==> config.mk <==
export PLATFORM = sky130hd
export DESIGN_NAME = mpc_pin_config
export DESIGN_NICKNAME = d
export VERILOG_FILES = /design/src/verilog/mpc_pkg.sv /design/src/verilog/mpc_pin_cell.sv /design/src/verilog/mpc_pin_config.sv
export VERILOG_INCLUDE_DIRS = /design/src /design/src/verilog
export SDC_FILE = /design/constraint.sdc
export NUM_CORES = 1
export LEC_CHECK = 0
export BUFFER_PORTS_ARGS = -buffer_cell sky130_fd_sc_hd__clkbuf_2
export CAP_MARGIN = 20
export CORE_ASPECT_RATIO = 1.75
export CORE_MARGIN = 3
export CORE_UTILIZATION = 48
export CTS_CLUSTER_DIAMETER = 100
export DETAILED_ROUTE_END_ITERATION = 8
export GPL_ROUTABILITY_DRIVEN = 0
export PLACE_DENSITY = 0.86
export REMOVE_ABC_BUFFERS = 1
export SLEW_MARGIN = 30
export SYNTH_ARGS = -nofsm -noshare
export SYNTH_HDL_FRONTEND = slang
export SYNTH_HIERARCHICAL = 1
export SYNTH_SLANG_ARGS = --single-unit
==> constraint.sdc <==
create_clock -name clk_in -period 2.5 [get_ports clk_in]
set_input_delay 0.5 -clock clk_in [delete_from_list [all_inputs] [get_ports clk_in]]
set_output_delay 0.5 -clock clk_in [all_outputs]
set_load 0.05 [all_outputs]
==> src/verilog/mpc_consts.svh <==
// constants of the multi-purpose pin configuration block
// assumes inclusion by the package, mpc_pin_config and the bench
//
// What this block does
// - field picks input, inverted input, low, high
// - pin n field sits at bits 2n+1:2n
// - parallel mode forces pin 0 to output
// - nonzero power-down filter forces pin 1 output
// - wake enable makes pin 2 set status
// - bit 4 sets wake input polarity
// - software reads the two mode pins
// - filter field 00 disables power-down claim
// - wake enable low blocks status setting
`ifndef MPC_CONSTS_SVH
`define MPC_CONSTS_SVH
`define MPC_CFG_OFFSET 8'h04
`define MPC_CFG_RESET 32'h0000_0000
`define MPC_CFG_USED_MASK 32'h00FF_FFFF
`define MPC_FIELD_W 2
`define MPC_MODE_PARALLEL 2'h1
`define MPC_PDF_OFF 2'h0
`define MPC_PDF_LSB 5
`define MPC_WAKE_EN_BIT 7
`define MPC_WAKE_POL_BIT 4
`endif

==> src/verilog/mpc_pkg.sv <==
// types of the multi-purpose pin configuration block
// assumes mpc_consts.svh beside it
`include "mpc_consts.svh"
package mpc_pkg;
  // per-pin function codes
  typedef enum logic [1:0] {
    MPC_IN_PLAIN = 2'h0,
    MPC_IN_INV = 2'h1,
    MPC_OUT_LOW = 2'h2,
    MPC_OUT_HIGH = 2'h3
  } mpc_func_t;

  // register access strobe bundle
  typedef struct packed {
    logic wr;
    logic rd;
    logic [7:0] addr;
    logic [31:0] wdata;
  } mpc_req_t;

  // whole state of the top module
  typedef struct packed {
    logic [31:0] cfg;
    logic [31:0] rdata;
    logic rvalid;
    logic [11:0] pin_out;
    logic [11:0] pin_oe;
    logic [11:0] pin_level;
    logic wake_set;
    logic [1:0] mode;
  } mpc_state_t;
endpackage

==> src/verilog/mpc_pin_cell.sv <==
// one multi-purpose pin: decodes its 2-bit field into drive and input level
// assumes the caller applies any output overrides via force_out_in
module mpc_pin_cell
  import mpc_pkg::*;
(
  input wire logic [1:0] field_in,
  input wire logic force_out_in,
  input wire logic force_level_in,
  input wire logic pin_in,
  output logic drive_out,
  output logic oe_out,
  output logic level_out
);
  // ****************************************
  // field decode
  // ****************************************
  // field selects function
  always_comb begin
    drive_out = 1'b0;
    oe_out = 1'b0;
    level_out = pin_in;
    if (force_out_in) begin
      oe_out = 1'b1;
      drive_out = force_level_in;
    end else begin
      unique case (mpc_func_t'(field_in))
        MPC_IN_PLAIN: level_out = pin_in;
        MPC_IN_INV: level_out = ~pin_in;
        MPC_OUT_LOW: begin
          oe_out = 1'b1;
          drive_out = 1'b0;
        end
        MPC_OUT_HIGH: begin
          oe_out = 1'b1;
          drive_out = 1'b1;
        end
      endcase
    end
  end
endmodule

==> src/verilog/mpc_pin_config.sv <==
// multi-purpose pin configuration register and twelve pin cells
// assumes a decoded register strobe from the host target logic, synchronous inputs
`include "mpc_consts.svh"
module mpc_pin_config
  import mpc_pkg::*;
#(
  parameter int PINS = 12
)
(
  input wire logic clk_in,
  input wire logic arst_n_in,
  input wire logic reg_wr_in,
  input wire logic reg_rd_in,
  input wire logic [7:0] reg_addr_in,
  input wire logic [31:0] reg_wdata_in,
  input wire logic cfg_load_in,
  input wire logic [31:0] cfg_load_data_in,
  input wire logic [1:0] mode_pins_in,
  input wire logic [7:0] local_config_control_in,
  input wire logic pp_pin0_level_in,
  input wire logic pd_pin1_level_in,
  input wire logic [11:0] general_pin_in,
  output logic [31:0] reg_rdata_out,
  output logic reg_rvalid_out,
  output logic [1:0] mode_out,
  output logic [11:0] general_pin_out,
  output logic [11:0] general_pin_oe_out,
  output logic [11:0] general_pin_level_out,
  output logic wake_status_set_out
);
  // refuse every pin count other than the 12 that the fixed 2-bit field map holds
  if (PINS != 12) begin : g_bad_pins
    $error("mpc_pin_config supports exactly 12 pins");
  end

  // ****************************************
  // state and pin decode
  // ****************************************
  mpc_state_t s_q, s_d;
  mpc_req_t req;
  logic [11:0] drv, oe, lvl, force_out, force_lvl;
  logic pd_on, wake_en, wake_hit;
  logic [23:0] field;

  // field of pin n within a configuration word
  function automatic logic [1:0] pin_field(input logic [31:0] word, input int n);
    return word[2*n +: `MPC_FIELD_W];
  endfunction

  assign req = '{wr: reg_wr_in, rd: reg_rd_in, addr: reg_addr_in, wdata: reg_wdata_in};
  // filter 00 leaves pin 1 free
  assign pd_on = local_config_control_in[`MPC_PDF_LSB +: 2] != `MPC_PDF_OFF;
  assign wake_en = local_config_control_in[`MPC_WAKE_EN_BIT];

  // pin ownership by other functions
  always_comb begin
    force_out = '0;
    force_lvl = '0;
    force_out[0] = s_q.mode == `MPC_MODE_PARALLEL;
    force_lvl[0] = pp_pin0_level_in;
    force_out[1] = pd_on;
    force_lvl[1] = pd_pin1_level_in;
    // wake input keeps pin 2 an input
    force_out[2] = 1'b0;
  end

  // field seen by each pin cell; pin 2 as wake input ignores its output-enable bit
  always_comb begin
    field = s_q.cfg[23:0];
    // wake enable turns pin 2 into an input
    if (wake_en) begin
      field[5:4] = {1'b0, s_q.cfg[`MPC_WAKE_POL_BIT]};
    end
  end

  genvar g;
  generate
    for (g = 0; g < 12; g++) begin : g_pin
      // field of pin g at bits 2g+1:2g
      mpc_pin_cell u_cell (
        .field_in(field[2*g +: `MPC_FIELD_W]),
        .force_out_in(force_out[g]),
        .force_level_in(force_lvl[g]),
        .pin_in(general_pin_in[g]),
        .drive_out(drv[g]),
        .oe_out(oe[g]),
        .level_out(lvl[g])
      );
    end
  endgenerate

  // bit 4 picks wake polarity; enable gates it
  assign wake_hit = wake_en && (general_pin_in[2] ^ s_q.cfg[`MPC_WAKE_POL_BIT]);

  // ****************************************
  // next state
  // ****************************************
  always_comb begin
    s_d = s_q;
    s_d.rvalid = 1'b0;
    s_d.mode = mode_pins_in;
    if (cfg_load_in) begin
      s_d.cfg = cfg_load_data_in & `MPC_CFG_USED_MASK;
    end else if (req.wr && req.addr == `MPC_CFG_OFFSET) begin
      s_d.cfg = req.wdata & `MPC_CFG_USED_MASK;
    end
    if (req.rd) begin
      s_d.rvalid = 1'b1;
      s_d.rdata = (req.addr == `MPC_CFG_OFFSET) ? (s_q.cfg & `MPC_CFG_USED_MASK) : 32'h0000_0000;
    end
    s_d.pin_out = drv;
    s_d.pin_oe = oe;
    s_d.pin_level = lvl;
    // registered level that sets function 1 status, high for as long as the wake input stays active
    s_d.wake_set = wake_hit;
  end

  // reset makes every pin a plain input
  always_ff @(posedge clk_in or negedge arst_n_in) begin
    if (!arst_n_in) begin
      s_q <= '{cfg: `MPC_CFG_RESET, default: '0};
    end else begin
      s_q <= s_d;
    end
  end

  assign reg_rdata_out = s_q.rdata;
  assign reg_rvalid_out = s_q.rvalid;
  assign mode_out = s_q.mode;
  assign general_pin_out = s_q.pin_out;
  assign general_pin_oe_out = s_q.pin_oe;
  assign general_pin_level_out = s_q.pin_level;
  assign wake_status_set_out = s_q.wake_set;
endmodule

## Word-level counts from Yosys, hierarchy flattened

Index checks and enable logic that the tools add are counted.

| storage, ports and cells | value |
|---|---|
| flip-flop bits (word level) | 88 |
| input port bits | 101 |
| word-level logic and storage cells | 122 |

| cells by class | value |
|---|---|
| equality and inequality tests | 38 |
| muxes and demuxes | 47 |
| bitwise operators | 13 |
| reductions and logical operators | 16 |

Operators by type and width:

| operator | count |
|---|---|
| $mux 24 | 3 |
| $eq 2x2->1 const B | 24 |
| $mux 1 | 43 |
| $eq 2x1->1 const B | 13 |
| $reduce_or 2->1 | 12 |
| $not 1->1 | 12 |
| $eq 8x3->1 const B | 1 |
| $reduce_bool 2->1 | 2 |
| $logic_and 1x1->1 | 2 |
| $mux 2 | 1 |
| $xor 1x1->1 | 1 |

## Logic depth before layout (Yosys ltp)

Gate-level depths: netlist of the first run.

| depth | value |
|---|---|
| depth in word-level cells | 4 |
| depth in mapped cells | 5 |
| mapped depth without buffers | 3 |

## Cells and area by module

The synthesis of the first run kept the hierarchy.

By module, submodules not included:

| module | times used | cells each | area an instance (sq um) |
|---|---|---|---|
| mpc_pin_config | 1 | 255 | 3515.9 |
| mpc_pin_cell | 12 | 6 | 40.0 |

## Worst setup path before layout of the first run

OpenSTA, ideal clock, no wires.

| timing path | value |
|---|---|
| path type | input-to-reg |
| start | in reg_addr_in[1] |
| end | reg s_q, in the netlist field[10] |
| library setup time | 0.123 ns |
| arrival time | 2.004 ns |
| required time | 2.377 ns |
| setup slack | 0.373 ns |
| stages | 5 |
| cells stage by stage | or4b_4 or4_1 buf_2 buf_6 o221a_1 |

| between the ends | value |
|---|---|
| word-level cells in the longest chain between the ends | 3 |

RTL lines:

| what | RTL line | RTL |
|---|---|---|
| start: declaration | mpc_pin_config.sv:14 | `input wire logic [7:0] reg_addr_in,` |
| $eq 8x3->1 (no line) | - |  |
| $logic_and 1x1->1 (no line) | - |  |
| $reduce_bool 2->1 (no line) | - |  |
| end signal: assignment | mpc_pin_config.sv:121 | `` s_q <= '{cfg: `MPC_CFG_RESET, default: '0}; `` |
| end signal: assignment | mpc_pin_config.sv:123 | `s_q <= s_d;` |
| end: declaration | mpc_pin_config.sv:39 | `mpc_state_t s_q, s_d;` |

Every way passes these cells.
A chain may end at the register's enable or synchronous reset.

## Final worst setup path of the first run

| timing path | value |
|---|---|
| start | in reg_addr_in[5] |
| end | reg s_q[76] in the netlist's numbering |

The elaborated chain is that of the path after synthesis.

==> impl_metrics.tcl, run 1 <==
set metrics [dict create \
    ant_nets 0 \
    max-vdd-ir-drop_v 0.0003934 \
    startpoint_type "input port" \
    rsz0062_at_grt "no" \
    firstDrtPassIters 5 \
    max_cap_violations 0 \
    slew_headroom_pct 60.18 \
    drc 0 \
    n_antenna_cell 0 \
    path_class "in2reg" \
    wl_per_cell_microns 15.65 \
    regArea_sq_um 2202 \
    hpwlAfterDp_microns 6621 \
    num_io_pins 173 \
    synthTopCellsByArea "dfrtp_1, buf_4, o221a_1" \
    cp_cell_sequence "clkbuf_2 > or4_1 > or4_1 > buf_4 > o221a_1" \
    track_usage_pct 19.61 \
    path_clk_slew_ns 0.06 \
    portBuffers 143 \
    crit_path_top_delay_cell "or4_1" \
    finalHoldWorstSlack_ns 0.1628 \
    nets 566 \
    tightest_slew_ns 0.5973 \
    grt_first_pass_wirelength_microns 13740 \
    cts_setup_buffers 0 \
    cts_root_buf "clkbuf_16" \
    path_buf_inv 2 \
    fin_area_sq_um 4795 \
    syn_inst 327 \
    cts_sinks 88 \
    yosysSeqAreaShare_pct 55.10 \
    vias_per_cell 4.824 \
    fillers 652 \
    synth.most_common_cell "dfrtp_1" \
    cts_buffer_depth 2 \
    multi_input_area_sq_um 1423 \
    path_max_fanout 18 \
    p_leak_nw 2.425 \
    fin_skew_ns 0.002631 \
    syn_area_sq_um 3996 \
    synth_commonest_cells "dfrtp_1, buf_4, a22o_1, nand2_1, nand2b_1" \
    post-route-period-util_pct 80.84 \
    rows 43 \
    critPathMaxStageDelay_ns 0.65 \
    yosys.area.top_type "dfrtp_1" \
    vias 2692 \
    pwr_density_cell_nw_per_um2 690.4 \
    cts_max_level 3 \
    synth_cell_types 24 \
    start_util_pct 49.85 \
    placed_area_sq_um 4539 \
    finalCriticalPeriod_ns 2.021 \
    path_delay_family "simple AND/OR/NAND/NOR gates" \
    dr.first_iter.drc_count 90 \
    cts.repair.resized 0 \
    hold_violations 0 \
    die_w_microns 74.98 \
    fmax_mhz 494.8 \
    synthFlopType "dfrtp_1" \
    reg2reg_from "mode_out[1]$_DFF_PN0_" \
    setup.worst_path.end_class "register" \
    syn-mean-instance-area_sq_um 12.22 \
    wl_microns 8732 \
    overflow 0 \
    crit_path_start "reg_addr_in[5]" \
    die_h_microns 126.7 \
    cts_buffers 9 \
    outcome "completed" \
    synth.top_cell.area_share_pct 55.10 \
    die_area_sq_um 9500 \
    clock_latency_ns 0.33 \
    async_flop_share_pct 100.0 \
    synth-seq-cells 88 \
    cts_tree "done" \
    hp-class "in2async" \
    syn_to_final_growth_pct 19.97 \
    core-area_sq_um 8016 \
    drv_slew 0 \
    crit_required_ns 2.71 \
    grt_max_degree 48 \
    setup_viol 0 \
    synth_edf_count 0 \
    arrival_ns 2.24 \
    drive_gt1_share_pct 38.89 \
    grt_pass1_vias 2862 \
    antenna_found_initial 0 \
    crit_top_cell "or4_1" \
    yosys_warnings 6 \
    hold_buffers 0 \
]
[sequential cells by signal (all words and copies together), names as in the netlist]
| signal | cells |
|---|---|
| reg_rvalid_out | 1 |
| general_pin_out | 12 |
| wake_status_set_out | 1 |
| field | 22 |
| s_q | 2 |
| general_pin_oe_out | 12 |
| mode_out | 2 |
| general_pin_level_out | 12 |
| reg_rdata_out | 24 |
[report_power, final]
| part | total (mW) | leakage, nW | internal, mW | switching, mW |
|---|---|---|---|---|
| clock network | 1.17 | 0.126 | 0.688 | 0.484 |
| logic | 0.560 | 1.24 | 0.172 | 0.388 |
| registers | 1.58 | 1.06 | 1.52 | 0.0611 |
| total | 3.31 | 2.42 | 2.38 | 0.933 |
[cells in the final DEF, fill, tap and decap left out, drive strengths merged]
| cell | synthesis | routed |
|---|---|---|
| clkbuf | 4 | 155 |
| dfrtp | 88 | 88 |
| conb | 1 | 58 |
| nand2b | 24 | 24 |
| a22o | 24 | 24 |
| nand2 | 24 | 24 |
| o221a | 24 | 24 |
| xor2 | 13 | 13 |
| or2 | 13 | 13 |
| o21ai | 12 | 12 |
| nor3b | 12 | 12 |
| buf | 77 | 9 |
| nor2b | 2 | 2 |
| inv | 2 | 2 |
| or4 | 2 | 2 |
| clkinv | 1 | 2 |
| and2 | 1 | 1 |
| or4b | 1 | 1 |
| o31ai | 1 | 1 |
| nor3 | 1 | 1 |
[layout make-up]
cell class / instances / area share [%]
Sequential cell: 88 / 45.93
Multi-Input combinational cell: 212 / 29.67
Timing Repair Buffer: 151 / 16.49
Clock buffer: 13 / 5.219
Tap cell: 90 / 2.349
Inverter: 3 / 0.2349
Clock inverter: 1 / 0.1044
[worst paths after layout]
path | end | slack, ns | depth (start not counted)
worst min register to register | reg_rdata_out[22]$_DFFE_PN0P_ | 0.50 | 1
worst min-delay path | general_pin_out[5]$_DFF_PN0_ | 0.16 | 1
min in group clk_in | mode_out[0]$_DFF_PN0_ | 0.27 | 1
max in group asynchronous | general_pin_level_out[5]$_DFF_PN0_ | 1.68 | 2
worst max-delay path | s_q[76]$_DFFE_PN0P_ | 0.48 | 5
worst max register to register | general_pin_level_out[0]$_DFF_PN0_ | 1.50 | 3
[stage by stage]
step | power, mW | utilization (%) | worst slack (ns) | setup TNS [ns] | cells
floorplan | 1.957 | - | -0.1688 | -4.050 | 303
global placement | 2.151 | 56.63 | 0.1883 | 0 | 544
detailed placement | 2.167 | 56.63 | 0.1509 | 0 | 544
CTS | 3.348 | 59.81 | 0.5014 | 0 | 558
global route | 3.452 | 59.81 | 0.4475 | 0 | 558
finish | 3.310 | 59.81 | 0.4789 | 0 | 558
[cells by family after synthesis]
| family | after synthesis | share of synthesized area [%] |
|---|---|---|
| buf+inv | 84 | 15.00 |
| flops | 88 | 55.10 |
| compound gates | 61 | 13.84 |
| other cells | 1 | 0.09384 |
| simple gates | 80 | 13.12 |
| xor+xnor | 13 | 2.849 |
[routing by layer]
| layer | vias to the layer above | part of all wire (%) | global-route usage [%] |
|---|---|---|---|
| met4 | 0 | 4.2 | 11.01 |
| li1 | 1277 | - | - |
| met1 | 1294 | 36 | 21.58 |
| met3 | 24 | 4.8 | 3.965 |
| met2 | 97 | 55 | 33.76 |
| met5 | - | 0 | 0 |
Power figures use the tool's default switching activity.
==> inputs of run 2 (changes only) <==
CORE_UTILIZATION = 43   (was 48)
PLACE_DENSITY = 0.81   (was 0.86)
clock period = 1.85 ns   (was 2.5 ns; I/O delays follow)
==> run 2 against run 1 <==
  * Sequential power up 35%
  * Flip-flop and latch count unchanged
  * Highest routed layer unchanged
  * Clock skew up 0.0034 ns
  * Register-to-register slack worse by 0.67 ns
  * Setup slack worse by 0.44 ns
  * Count of clock-buffer cells in the layout up 3
==> impl_metrics.tcl, run 2 (same netlist as run 1, synthesis figures left out) <==
set metrics [dict create \
    p_switching_mw 1.272 \
    rows 45 \
    final_util_pct 55.31 \
    portBuffers 143 \
    max_cap_violations 0 \
    grt_first_pass_wirelength_microns 13940 \
    arrival_ns 2.03 \
    grt_max_degree 41 \
    pwr_density_cell_nw_per_um2 922.4 \
    hpwlAfterDp_microns 6727 \
    wl_microns 8747 \
    drv_slew 0 \
    path_max_fanout 18 \
    crit_path_top_delay_cell "or4_1" \
    drive_gt1_share_pct 39.03 \
    wl_per_cell_microns 14.80 \
    post-route-period-util_pct 98.08 \
    path_clk_slew_ns 0.06 \
    hold_buffers 0 \
    track_usage_pct 17.47 \
    cts_root_buf "clkbuf_16" \
    ant_nets 0 \
    overflow 0 \
    fin_skew_ns 0.006002 \
    largest_reg_flops 24 \
    die_h_microns 133.5 \
    outcome "completed" \
    n_antenna_cell 0 \
    p_int_mw 3.238 \
    antenna_found_initial 0 \
    finalCriticalPeriod_ns 1.814 \
    pwr-share-clk_pct 35.9 \
    seqPwrFrac_pct 47.3 \
    fmax_mhz 551.1 \
    cp_cell_sequence "clkbuf_2 > or4b_4 > or4_1 > buf_12 > o221a_2" \
    setup_viol 0 \
    cts.repair.resized 0 \
    drc 0 \
    path_class "in2reg" \
    die_w_microns 78.88 \
    startpoint_type "input port" \
    sw_frac_of_total_pct 28.21 \
    p_leak_nw 2.454 \
    rsz0062_at_grt "no" \
    cts_max_level 3 \
    hold_violations 0 \
    crit_required_ns 2.07 \
    critPathMaxStageDelay_ns 0.57 \
    nets 570 \
    start_util_pct 45.21 \
    vias 2699 \
    layout_common_cells "clkbuf_2, dfrtp_1, conb_1" \
    placed_cells 575 \
    dr.first_iter.drc_count 129 \
    p_comb_share_pct 16.8 \
    vias_per_cell 4.567 \
    cts_buffers 9 \
    grt_pass1_vias 2912 \
    core-area_sq_um 8840 \
    setup.worst_path.end_class "register" \
    hp-class "in2async" \
    firstDrtPassIters 4 \
    max-vdd-ir-drop_v 0.0004513 \
    syn_to_final_growth_pct 22.35 \
    cts_tree "done" \
    cts_sinks 88 \
    cts_buffer_depth 2 \
    cts_setup_buffers 0 \
    stdcell_count 591 \
    die_area_sq_um 10530 \
    clock_latency_ns 0.33 \
    num_io_pins 173 \
    finalHoldWorstSlack_ns 0.001970 \
    layout_commonest_cell "clkbuf_2" \
]
run 2: final cells by class:
cell class / count / area (sq um)
fillers: 764 / 3950
flip-flops and latches: 88 / 2202
multi-input cells: 212 / 1423
repair buffers: 155 / 845.8
clock buffers: 16 / 261.5
well taps: 117 / 146.4
inverters: 3 / 11.26
run 2: critical path: cells and delay by family:
family / cells / cell delay [ns]
buffers and inverters: 2 / 0.28
AO/OA/AOI/OAI: 1 / 0.27
AND/OR/NAND/NOR: 2 / 1.11
run 2: metrics by stage:
stage | worst slack, ns | total power, mW | TNS [ns] | instance area, sq um
floorplan | -0.6888 | 2.644 | -24.93 | 3622
global placement | -0.2903 | 2.911 | -6.402 | 4628
detailed placement | -0.2898 | 2.933 | -6.623 | 4628
CTS | 0.04821 | 4.560 | 0 | 4890
global route | 0.01465 | 4.723 | 0 | 4890
finish | 0.03554 | 4.510 | 0 | 4890
run 2: metal layers:
| layer | vias up | part of all wire [%] | GRT usage (%) |
|---|---|---|---|
| li1 | 1287 | - | - |
| met1 | 1298 | 35 | 18.21 |
| met2 | 91 | 57 | 32.12 |
| met3 | 23 | 4.9 | 2.977 |
| met4 | 0 | 3.3 | 10.04 |
| met5 | - | 0 | 0 |
run 2: worst paths after layout:
kind | end | cells after the start | slack [ns] | startpoint
max | field[1]$_DFFE_PN0P_ | 5 | 0.04 | reg_addr_in[1]
min | general_pin_out[8]$_DFF_PN0_ | 1 | 0.002 | arst_n_in
max reg2reg | general_pin_level_out[2]$_DFF_PN0_ | 3 | 0.83 | s_q[77]$_DFFE_PN0P_
min reg2reg | reg_rdata_out[9]$_DFFE_PN0P_ | 1 | 0.50 | reg_rdata_out[9]$_DFFE_PN0P_
max in group asynchronous | reg_rdata_out[12]$_DFFE_PN0P_ | 2 | 1.25 | arst_n_in
min in group clk_in | mode_out[1]$_DFF_PN0_ | 1 | 0.15 | mode_pins_in[1]
run 2: power by group through the flow:
| stage | Combinational [mW] | Sequential, mW | Clock (mW) |
|---|---|---|---|
| floorplan | 0.213 | 2.43 | 0 |
| global placement | 0.752 | 2.16 | 0 |
| detailed placement | 0.765 | 2.17 | 0 |
| CTS | 0.767 | 2.13 | 1.66 |
| global route | 0.817 | 2.15 | 1.76 |
| finish | 0.759 | 2.13 | 1.62 |
